## src/common/lgc_consts.vh

```
`ifndef LGC_CONSTS_VH
`define LGC_CONSTS_VH

// Control word layout
`define LGC_WORD_W        9
`define LGC_FINE_LSB      0
`define LGC_FINE_MSB      3
`define LGC_COARSE_LSB    4
`define LGC_COARSE_MSB    7
`define LGC_ATTEN_BIT     8

// APB register byte offsets
`define LGC_ADDR_W        4
`define LGC_OFS_CTRL      4'h0
`define LGC_OFS_WORD      4'h4
`define LGC_OFS_STATUS    4'h8
`define LGC_OFS_RDBACK    4'hC

// Control register fields
`define LGC_CTRL_GO       0
`define LGC_CTRL_READ     1
`define LGC_CTRL_SER      2
`define LGC_CTRL_PWRDN    3

// Status register fields
`define LGC_STAT_BUSY     0
`define LGC_STAT_DONE     1

// Serial link timing, in ns (minimums)
`define LGC_CLK_NS        20
`define LGC_SCK_HALF_NS   250
`define LGC_STROBE_NS     50
`define LGC_SETUP_NS      50

`endif

```

## src/lgc_tick.v

```verilog
`timescale 1ns/1ns
`include "lgc_consts.vh"

// ----------------------------------------
// Phase timer for the serial link
// ----------------------------------------
module lgc_tick #(
  parameter CNT_W = 8
) (
  input  wire             clk,
  input  wire             srst,
  input  wire             start,
  input  wire [CNT_W-1:0] len,
  output wire             done
);

  reg [CNT_W-1:0] cnt_reg;

  // Loads on start, counts down to zero; done while zero and start is low
  always @(posedge clk)
  begin
    if (srst)
      cnt_reg <= {CNT_W{1'b0}};
    else if (start)
      cnt_reg <= len;
    else if (cnt_reg != {CNT_W{1'b0}})
      cnt_reg <= cnt_reg - {{(CNT_W-1){1'b0}}, 1'b1};
  end

  assign done = (cnt_reg == {CNT_W{1'b0}}) & ~start;

endmodule

```

## src/lgc_host.v

```verilog
`timescale 1ns/1ns
`include "lgc_consts.vh"

// How it works
// - Load latch strobe pulsed only while shift clock is low.
// - First bit shifted becomes word bit 0.
// - Readback strobe pulsed only while shift clock is low.
// - Link is static; host timing only respects minimum widths.
// - Writes and reads may follow back to back; a GO or word write while busy is ignored.
module lgc_host #(
  parameter WORD_W = `LGC_WORD_W,
  parameter CNT_W  = 8
) (
  input  wire        REF_CLK,
  input  wire        SRST,
  input  wire        PSEL,
  input  wire        PENABLE,
  input  wire        PWRITE,
  input  wire [31:0] PADDR,
  input  wire [31:0] PWDATA,
  output reg  [31:0] PRDATA,
  output wire        PREADY,
  output wire        PSLVERR,
  output reg         INTERFACE_SELECT,
  output reg         POWER_DOWN_INPUT,
  output reg         SHIFT_CLOCK,
  output reg         SERIAL_DATA_IN,
  output reg         LOAD_LATCH_STROBE,
  output reg         READBACK_STROBE,
  input  wire        SERIAL_DATA_OUT,
  output reg         ATTENUATE_SELECT,
  output reg  [3:0]  COARSE_SELECT,
  output reg  [3:0]  FINE_SELECT
);

  // ----------------------------------------
  // Timing counts derived from 50 MHz
  // ----------------------------------------
  localparam [CNT_W-1:0] HALF_CYC =
    (`LGC_SCK_HALF_NS + `LGC_CLK_NS - 1) / `LGC_CLK_NS;
  localparam [CNT_W-1:0] STRB_CYC =
    (`LGC_STROBE_NS + `LGC_CLK_NS - 1) / `LGC_CLK_NS;
  localparam [CNT_W-1:0] SETUP_CYC =
    (`LGC_SETUP_NS + `LGC_CLK_NS - 1) / `LGC_CLK_NS;

  localparam [2:0] S_IDLE  = 3'h0;
  localparam [2:0] S_LOW   = 3'h1;
  localparam [2:0] S_HIGH  = 3'h2;
  localparam [2:0] S_PRE   = 3'h3;
  localparam [2:0] S_STRB  = 3'h4;
  localparam [2:0] S_POST  = 3'h5;

  // ----------------------------------------
  // Registers and state
  // ----------------------------------------
  reg [WORD_W-1:0] word_reg;
  reg [WORD_W-1:0] rdback_reg;
  reg [WORD_W-1:0] sh_reg;
  reg [2:0]        state_reg;
  reg [3:0]        bit_reg;
  reg              rd_reg;
  reg              done_reg;
  reg              dout_meta_reg;
  reg              dout_sync_reg;
  reg              t_start;
  reg [CNT_W-1:0]  t_len;
  wire             t_done;

  wire wr_en = PSEL & PENABLE & PWRITE;
  wire rd_en = PSEL & PENABLE & ~PWRITE;
  wire [`LGC_ADDR_W-1:0] ofs = PADDR[`LGC_ADDR_W-1:0];
  wire busy = (state_reg != S_IDLE);
  wire go = wr_en & (ofs == `LGC_OFS_CTRL) & PWDATA[`LGC_CTRL_GO] & ~busy;

  // Register map decode, used for reads and the error answer
  function mapped;
    input [`LGC_ADDR_W-1:0] a;
    begin
      mapped = (a == `LGC_OFS_CTRL) | (a == `LGC_OFS_WORD) |
               (a == `LGC_OFS_STATUS) | (a == `LGC_OFS_RDBACK);
    end
  endfunction

  wire addr_ok = mapped(ofs) & (PADDR[31:`LGC_ADDR_W] == 28'h0000000); // Upper bits must be clear too
  assign PREADY  = 1'b1;
  assign PSLVERR = PSEL & PENABLE & ~addr_ok;

  lgc_tick #(.CNT_W(CNT_W)) u_tick (
    .clk   (REF_CLK),
    .srst  (SRST),
    .start (t_start),
    .len   (t_len),
    .done  (t_done)
  );

  // Serial data out is asynchronous to us: two-flop synchroniser
  always @(posedge REF_CLK)
  begin
    if (SRST)
    begin
      dout_meta_reg <= 1'b0;
      dout_sync_reg <= 1'b0;
    end
    else
    begin
      dout_meta_reg <= SERIAL_DATA_OUT;
      dout_sync_reg <= dout_meta_reg;
    end
  end

  // ----------------------------------------
  // Software registers
  // ----------------------------------------
  always @(posedge REF_CLK)
  begin
    if (SRST)
    begin
      word_reg         <= {WORD_W{1'b0}};
      INTERFACE_SELECT <= 1'b1;
      POWER_DOWN_INPUT <= 1'b0;
    end
    else if (wr_en & (ofs == `LGC_OFS_WORD) & ~busy)
      word_reg <= PWDATA[WORD_W-1:0];
    else if (wr_en & (ofs == `LGC_OFS_CTRL))
    begin
      INTERFACE_SELECT <= PWDATA[`LGC_CTRL_SER];
      POWER_DOWN_INPUT <= PWDATA[`LGC_CTRL_PWRDN];
    end
  end

  // Parallel pins follow the word; zero in serial mode so they stay quiet
  always @(posedge REF_CLK)
  begin
    if (SRST)
    begin
      ATTENUATE_SELECT <= 1'b0;
      COARSE_SELECT    <= 4'h0;
      FINE_SELECT      <= 4'h0;
    end
    else
    begin
      ATTENUATE_SELECT <= ~INTERFACE_SELECT & word_reg[`LGC_ATTEN_BIT];
      COARSE_SELECT    <= INTERFACE_SELECT ? 4'h0 : word_reg[`LGC_COARSE_MSB:`LGC_COARSE_LSB];
      FINE_SELECT      <= INTERFACE_SELECT ? 4'h0 : word_reg[`LGC_FINE_MSB:`LGC_FINE_LSB];
    end
  end

  // APB read data, registered on the setup cycle
  always @(posedge REF_CLK)
  begin
    if (SRST)
      PRDATA <= 32'h00000000;
    else if (PSEL & ~PENABLE & ~PWRITE & ~addr_ok)
      PRDATA <= 32'h00000000;  // Erroneous reads answer zero
    else if (PSEL & ~PENABLE & ~PWRITE)
    begin
      case (ofs)
        `LGC_OFS_CTRL:   PRDATA <= {28'h0000000, POWER_DOWN_INPUT, INTERFACE_SELECT, rd_reg, 1'b0};
        `LGC_OFS_WORD:   PRDATA <= {{(32-WORD_W){1'b0}}, word_reg};
        `LGC_OFS_STATUS: PRDATA <= {30'h00000000, done_reg, busy};
        `LGC_OFS_RDBACK: PRDATA <= {{(32-WORD_W){1'b0}}, rdback_reg};
        default:         PRDATA <= 32'h00000000;
      endcase
    end
  end

  // ----------------------------------------
  // Serial sequencer
  // ----------------------------------------
  // Write: shift nine bits, then pulse load strobe with clock low.
  // Read: pulse readback strobe with clock low, then sample nine bits.
  always @(posedge REF_CLK)
  begin
    if (SRST)
    begin
      state_reg         <= S_IDLE;
      bit_reg           <= 4'h0;
      rd_reg            <= 1'b0;
      done_reg          <= 1'b0;
      sh_reg            <= {WORD_W{1'b0}};
      rdback_reg        <= {WORD_W{1'b0}};
      SHIFT_CLOCK       <= 1'b0;
      SERIAL_DATA_IN    <= 1'b0;
      LOAD_LATCH_STROBE <= 1'b0;
      READBACK_STROBE   <= 1'b0;
      t_start           <= 1'b0;
      t_len             <= {CNT_W{1'b0}};
    end
    else
    begin
      t_start <= 1'b0;
      if (rd_en & (ofs == `LGC_OFS_STATUS) & PRDATA[`LGC_STAT_DONE]) // Clear only what software saw
        done_reg <= 1'b0;
      case (state_reg)
        S_IDLE:
          if (go)
          begin
            rd_reg   <= PWDATA[`LGC_CTRL_READ];
            done_reg <= 1'b0;
            bit_reg  <= 4'h0;
            t_start  <= 1'b1;
            if (PWDATA[`LGC_CTRL_READ])
            begin
              t_len     <= SETUP_CYC;
              state_reg <= S_PRE;
            end
            else
            begin
              sh_reg         <= word_reg;
              SERIAL_DATA_IN <= word_reg[0];
              t_len          <= HALF_CYC;
              state_reg      <= S_LOW;
            end
          end
        S_LOW:
          if (t_done & ~t_start)
          begin
            SHIFT_CLOCK <= 1'b1;
            if (rd_reg)
              rdback_reg <= {dout_sync_reg, rdback_reg[WORD_W-1:1]};
            t_start   <= 1'b1;
            t_len     <= HALF_CYC;
            state_reg <= S_HIGH;
          end
        S_HIGH:
          if (t_done & ~t_start)
          begin
            SHIFT_CLOCK <= 1'b0;
            bit_reg     <= bit_reg + 4'h1;
            t_start     <= 1'b1;
            if (bit_reg == WORD_W - 1)
            begin
              t_len     <= SETUP_CYC;
              state_reg <= rd_reg ? S_POST : S_PRE;
            end
            else
            begin
              sh_reg         <= {1'b0, sh_reg[WORD_W-1:1]};
              SERIAL_DATA_IN <= sh_reg[1];
              t_len          <= HALF_CYC;
              state_reg      <= S_LOW;
            end
          end
        S_PRE:
          if (t_done & ~t_start)
          begin
            if (rd_reg)
              READBACK_STROBE <= 1'b1;
            else
              LOAD_LATCH_STROBE <= 1'b1;
            t_start   <= 1'b1;
            t_len     <= STRB_CYC;
            state_reg <= S_STRB;
          end
        S_STRB:
          if (t_done & ~t_start)
          begin
            LOAD_LATCH_STROBE <= 1'b0;
            READBACK_STROBE   <= 1'b0;
            t_start           <= 1'b1;
            t_len             <= HALF_CYC;   // settle, then clock out on reads, finish on writes
            state_reg         <= rd_reg ? S_LOW : S_POST;
          end
        S_POST:
          if (t_done & ~t_start)
          begin
            done_reg  <= 1'b1;               // next request may follow
            state_reg <= S_IDLE;
          end
        default:
          state_reg <= S_IDLE;
      endcase
    end
  end

  // latch kept through power-down; pins always driven here

endmodule

```

## config.mk

```make
export PLATFORM = sky130hd
export DESIGN_NAME = lgc_host
export DESIGN_NICKNAME = d
export VERILOG_FILES = /design/src/lgc_tick.v /design/src/lgc_host.v
export VERILOG_INCLUDE_DIRS = /design/src /design/src/common
export SDC_FILE = /design/constraint.sdc
export NUM_CORES = 1
export LEC_CHECK = 0
export BUFFER_PORTS_ARGS = -buffer_cell sky130_fd_sc_hd__buf_2
export CORE_MARGIN = 3
export CORE_UTILIZATION = 51
export DETAILED_ROUTE_END_ITERATION = 10
export PLACE_DENSITY = 0.91
export SLEW_MARGIN = 0
export SYNTH_ARGS = -nofsm -noshare
export SYNTH_HDL_FRONTEND = slang
export SYNTH_SLANG_ARGS = --single-unit
```

## constraint.sdc

```tcl
create_clock -name REF_CLK -period 2.55 [get_ports REF_CLK]
set_clock_uncertainty 0.15 [all_clocks]
set_input_delay 0.51 -clock REF_CLK [delete_from_list [all_inputs] [get_ports REF_CLK]]
set_output_delay 0.51 -clock REF_CLK [all_outputs]
set_load 0.01 [all_outputs]
```

== Word-level counts from Yosys, hierarchy flattened ==
Index checks and enable logic that the tools add are counted.
Word-level totals
  register bits: 102
  bits of input ports: 70
  output and inout bits: 49
  logic and storage cells: 147
Operators by class
  add/sub/neg operators: 2
  eq/ne operators: 20
  muxes and demuxes: 50
  bitwise operators: 28
  reduce and logical (&&, ||, !) cells: 25
Operator list (number)
  two-way mux 8 bit: 6
  two-way mux 9 bit: 4
  one-hot mux 9 bit (4 select lines): 1
  one-hot mux 8 bit (4 select lines): 1
  zero test 28 bit: 1
  two-way mux 3 bit: 9
  != test 2 bit, second input constant: 10
  AND 1 bit: 18
  one-hot mux 3 bit (6 select lines): 1
  one-hot mux 9 bit (2 select lines): 1
  two-way mux 4 bit: 4
  two-way mux 1 bit: 15
  equality test 4 bit, second input constant: 3
  one-hot mux 1 bit (2 select lines): 6
  AND reduction 5 bit: 2
  AND reduction 3 bit: 3
  zero test 8 bit: 1
  one-hot mux 4 bit (2 select lines): 1
  AND reduction 4 bit: 2
  nonzero test 2 bit: 4
  nonzero test 8 bit: 1
  subtractor 8 x 1 -> 8 bit, second input constant: 1
  inverter 1 bit: 7
  equality test 3 x 2 -> 1 bit, second input constant: 2
  other kinds (15): 21

== Longest topological paths before layout ==
  depth in word-level cells: 8
  mapped depth: 8
  gate-level depth less buffers: 6

== By module ==
From an unflattened synthesis, not the netlist that was laid out.
Second synthesis, totals
  cells, all modules: 385
  area, all modules: 3614.7 um^2
By module, submodules not included
  lgc_host: times used 1, cells each 327, area each 3136.8 um^2, seq. area each 1301.2 um^2
  lgc_tick: times used 1, cells each 58, area each 478.0 um^2, seq. area each 160.2 um^2

== Least setup slack after synthesis ==
No wires, ideal clock.
  path kind: in2reg
  from: in PADDR[0]
  to: reg sh_reg[0]
  library setup time: 0.121 ns
  arrival: 1.863 ns
  data required time: 2.279 ns
  path slack: 0.415 ns
  cell stages on the path: 6
  path buffers: 2
  cells stage by stage: and4bb_2 > clkbuf_1 > nand4_1 > a221o_1 > buf_6 > mux2_4
On the way
  cells in the longest elaborated chain, start to end: 6
Ends and longest elaborated chain
  from (decl): RTL line lgc_host.v:19  | input wire [31:0] PADDR,
  zero test 4 bit
  AND 1 bit (3 in a row): RTL line lgc_host.v:73  | wire go = wr_en & (ofs == `LGC_OFS_CTRL) & PWDATA[`LGC_CTRL_GO] & ~busy;
  != test 2 bit (no source line)
  AND reduction 5 bit (no source line)
  to (signal assigned): RTL line lgc_host.v:180  | sh_reg <= {WORD_W{1'b0}};
  to (signal assigned): RTL line lgc_host.v:209  | sh_reg <= word_reg;
  to (signal assigned): RTL line lgc_host.v:238  | sh_reg <= {1'b0, sh_reg[WORD_W-1:1]};
  to (decl): RTL line lgc_host.v:58  | reg [WORD_W-1:0] sh_reg;
Every way passes these cells.
A chain may end at the register's enable or synchronous reset.

== Final worst setup path ==
  from: reg u_tick.cnt_reg[0]
  to: reg sh_reg[2]
On the way
  cells in the longest elaborated chain, start to end: 5
Ends and longest elaborated chain
  from (decl): RTL line lgc_tick.v:17  | reg [CNT_W-1:0] cnt_reg;
  from (signal assigned): RTL line lgc_tick.v:23  | cnt_reg <= {CNT_W{1'b0}};
  from (signal assigned): RTL line lgc_tick.v:25  | cnt_reg <= len;
  from (signal assigned): RTL line lgc_tick.v:27  | cnt_reg <= cnt_reg - {{(CNT_W-1){1'b0}}, 1'b1};
  zero test 8 bit: RTL line lgc_tick.v:30  | assign done = (cnt_reg == {CNT_W{1'b0}}) & ~start;
  AND 1 bit: RTL line lgc_tick.v:30
  AND 1 bit: RTL line lgc_host.v:226  | if (t_done & ~t_start)
  != test 2 bit (no source line)
  AND reduction 5 bit (no source line)
Every way passes these cells.

==> reports/summary.log <==
INFO  cts            ctsHoldBuffers=0
INFO  timing         rsz_0062_raised_after_global_routing=no
INFO  placed_design  post-dp-hpwl=6530um
INFO  routing        highest_layer=met4
INFO  timing         post-route-period-util=93.50%
INFO  cells_and_area stdcell_area=4295um^2
INFO  cells_and_area antenna_cells_inserted=0
INFO  cells_and_area final_net_count=568
INFO  floorplan      top_level_ports=119
INFO  cts            ctsResizeCount=0
INFO  setup_path     critical_path.cell_chain=inv_1, ha_1, nor3b_2, nand4_4, a221o_1, mux2_4
INFO  worst_hold_path hp-class=in -> reg
INFO  setup_path     critPathMaxFanout=9
INFO  logic_synthesis synth_top_flop_cell=sky130_fd_sc_hd__dfxtp_1
INFO  logic_synthesis synth.most_common_cell=sky130_fd_sc_hd__dfxtp_1
INFO  cts            post-cts-setup-buffer-count=0
INFO  logic_synthesis yosys.area.top_type_share=39.08%
INFO  floorplan      die_h=91.64um
INFO  routing        met3WireLength=783um
INFO  global_routing grt_first_pass_wirelength=14,630um
INFO  pwr            pwr_density=769.8nW/um^2
INFO  logic_synthesis synth_top_family_by_area=simple AND/OR/NAND/NOR gates
INFO  logic_synthesis netlist_top_cells_area=sky130_fd_sc_hd__dfxtp_1 (39%), sky130_fd_sc_hd__mux2i_1 (7.8%), sky130_fd_sc_hd__buf_4 (5.0%)
INFO  cts            clk_transition_reported_paths=80ps
INFO  cts            cts_buffer_depth=2
INFO  setup_path     critical_path_required=2640ps
INFO  logic_synthesis ys_seq_area_share=39.08%
INFO  cts            numClockSinks=73
INFO  placed_design  numPortBuffers=71
INFO  run            number_of_maximum_capacitance_constraint_violations=0
INFO  placed_design  gp_congestion=0.8501
INFO  logic_synthesis synth.cells.most_frequent=sky130_fd_sc_hd__dfxtp_1 (73), sky130_fd_sc_hd__nand2_1 (49), sky130_fd_sc_hd__mux2i_1 (29), sky130_fd_sc_hd__a21oi_1 (28), sky130_fd_sc_hd__nor2_1 (28)
INFO  routing        wire_per_inst=15.18um
INFO  setup_path     cp-start-kind=register
INFO  floorplan      core_area=6944um^2
INFO  pwr            leakage=1.885nW
INFO  pwr            total_power=3.307mW
INFO  global_routing first_global_vias=3,191
INFO  cts            cts-buffers-inserted=9
INFO  routing        detail_route.wirelength=9035um
INFO  global_routing grt_use_total=21.20%
INFO  placed_design  placement.setup.worst_slack=153.8ps
INFO  timing         fin_ws=165.8ps
INFO  routing        via_count=3,341
INFO  timing         maxSlewHeadroom=52.00%
INFO  timing         final.setup.tns=0ps
INFO  cts            cts_tree=built
INFO  routing        m1WireLength=3616um
INFO  timing         hold_viol_final=0
INFO  global_routing grt_start_max_net_pins=26
INFO  timing         slew_violations=0
INFO  floorplan      die_width=91.64um
INFO  logic_synthesis synth-compound-area-share=11.71%
INFO  setup_path     critPathMaxStageDelay=600ps
INFO  setup_path     worst_r2r_path_depth=6
INFO  cts            cts_htree_levels=3
INFO  logic_synthesis synthArstFlopShare=0%
INFO  timing         worst_slew_pin_slew=717.9ps
INFO  logic_synthesis synth_xor_xnor_area_share=0.7026%
INFO  floorplan      floorplan.rows=30
INFO  logic_synthesis post_synth_fa_ha_maj_area_fraction=1.338%
INFO  routing        detail-route-antenna-nets=0
INFO  logic_synthesis synthMuxAreaShare=11.58%
INFO  timing         fmaxAchievable=419.4MHz
INFO  setup_path     timing_worst_setup_path_type=reg -> reg
INFO  floorplan      die-area=8397um^2
INFO  routing        detail_route.iter0.violations=186
INFO  logic_synthesis synthSimpleGateAreaFrac=26.06%
INFO  timing         report.final.setup_viol=0
INFO  outcome        run_status=completed
INFO  worst_hold_path hold-path-cell-count=2
INFO  cts            clock_insertion_delay_worst_skew=350ps
INFO  global_routing grt_antenna_before_repair=0
INFO  logic_synthesis netlist_instances=426
INFO  routing        detailedRoute.firstPassIterationCount=7
INFO  logic_synthesis postSynthAreaPerCell=8.779um^2
INFO  logic_synthesis count_of_flip_flops_with_a_built_in_enable_after_synthesis=0
INFO  placed_design  place_inst=579
INFO  logic_synthesis top_cell_type_by_total_area_after_synthesis=sky130_fd_sc_hd__dfxtp_1
INFO  floorplan      initial_core_util=53.86%
INFO  routing        remaining_drc_errors=0
INFO  cells_and_area layout-drive-gt1-share=25.25%
INFO  logic_synthesis synth.cell_area=3740um^2
INFO  routing        via_per_inst=5.615
INFO  setup_path     critPathArrivalTime=2470ps
INFO  global_routing grt.overflow.total=0
INFO  setup_path     critical-path-slowest-cell=sky130_fd_sc_hd__a221o_1
INFO  routing        routed-wl-met2=4497um
INFO  logic_synthesis number_of_register_bits_inferred_by_synthesis=73
INFO  cells_and_area areaGrowthSynthToFinish=14.85%
INFO  pwr            ir_drop=0.3172mV
INFO  logic_synthesis yosys_warnings=0
INFO  cts            root_buffer=sky130_fd_sc_hd__clkbuf_8
INFO  setup_path     end_kind=register
INFO  cells_and_area stdcell_count=595
INFO  placed_design  dpl_cell_area=4110um^2
INFO  logic_synthesis synth_cell_types=61
INFO  timing         period_needed=2384ps
-- where the power goes --
group / total, mW / switching (mW) / internal (mW) / leakage (nW)
clock network: 0.852 / 0.480 / 0.371 / 0.0888
registers: 1.35 / 0.122 / 1.23 / 0.591
logic: 1.10 / 0.658 / 0.444 / 1.21
-- final cells by class --
class | instances | area, um^2
fillers | 530 | 2649
flip-flops and latches | 73 | 1461
inverters | 13 | 48.80
multi-input cells | 311 | 2012
clock buffers | 9 | 123.9
clock inverters | 7 | 61.31
well taps | 96 | 120.1
repair buffers | 86 | 467.9
-- cell families after synthesis --
logic type                 Yosys count
other                                2
and+or+nand+nor                    173
buffers and inverters               64
adders and majority gates            4
muxes                               38
DFF                                 73
xor gates and xnor gates             3
AOI/OAI and AO/OA                   69
-- stage by stage --
stage          hold WS (ps)  utilization (%)
2_1_floorplan         263.8                -
3_3_place_gp          270.8            59.19
3_5_place_dp          270.4            59.19
4_1_cts               225.8            61.86
5_1_grt               239.9            61.86
6_report              230.2            61.86
-- layer usage --
metal	global-route usage, %	up-vias
met3	5.578	19
met5	0	-
li1	-	1599
met4	8.794	0
met2	36.88	174
met1	24.51	1549
-- placed cells by master (no fill, tap or decap), types with 3 or more instances in the layout --
cell	instances
sky130_fd_sc_hd__ha_1	4
sky130_fd_sc_hd__conb_1	24
sky130_fd_sc_hd__o22ai_1	3
sky130_fd_sc_hd__nand4_1	14
sky130_fd_sc_hd__buf_2	71
sky130_fd_sc_hd__nor3b_1	3
sky130_fd_sc_hd__a31oi_1	4
sky130_fd_sc_hd__or3_1	3
sky130_fd_sc_hd__mux2_4	8
sky130_fd_sc_hd__nor2_1	28
sky130_fd_sc_hd__dfxtp_1	73
sky130_fd_sc_hd__nor2b_1	15
sky130_fd_sc_hd__clkbuf_8	9
sky130_fd_sc_hd__and4_1	5
sky130_fd_sc_hd__o21ai_0	9
sky130_fd_sc_hd__a21oi_1	28
sky130_fd_sc_hd__mux2i_1	29
sky130_fd_sc_hd__o31ai_1	3
sky130_fd_sc_hd__o211ai_1	4
sky130_fd_sc_hd__and2_1	10
sky130_fd_sc_hd__nor4_1	9
sky130_fd_sc_hd__nor3_1	8
sky130_fd_sc_hd__buf_4	15
sky130_fd_sc_hd__nand2_1	49
sky130_fd_sc_hd__nand3_1	12
sky130_fd_sc_hd__inv_1	12
sky130_fd_sc_hd__inv_6	3
-- final timing paths --
kind                           from             to  slack [ps]
setup / recovery  u_tick.cnt_reg[0]      sh_reg[2]         170
hold / removal      SERIAL_DATA_OUT  dout_meta_reg         230
setup reg to reg  u_tick.cnt_reg[0]      sh_reg[2]         170
hold reg to reg       dout_meta_reg  dout_sync_reg         290
-- worst max-delay path: cells and delay by family (launching register included) --
family / cells / cell delay [ps]
AO/OA/AOI/OAI: 1 / 600
AND/OR/NAND/NOR: 2 / 550
flip-flops: 1 / 350
multiplexers: 1 / 380
buffers and inverters: 1 / 90
adder cells (fa/ha/maj): 1 / 170
(Power assumes the default switching activity.)
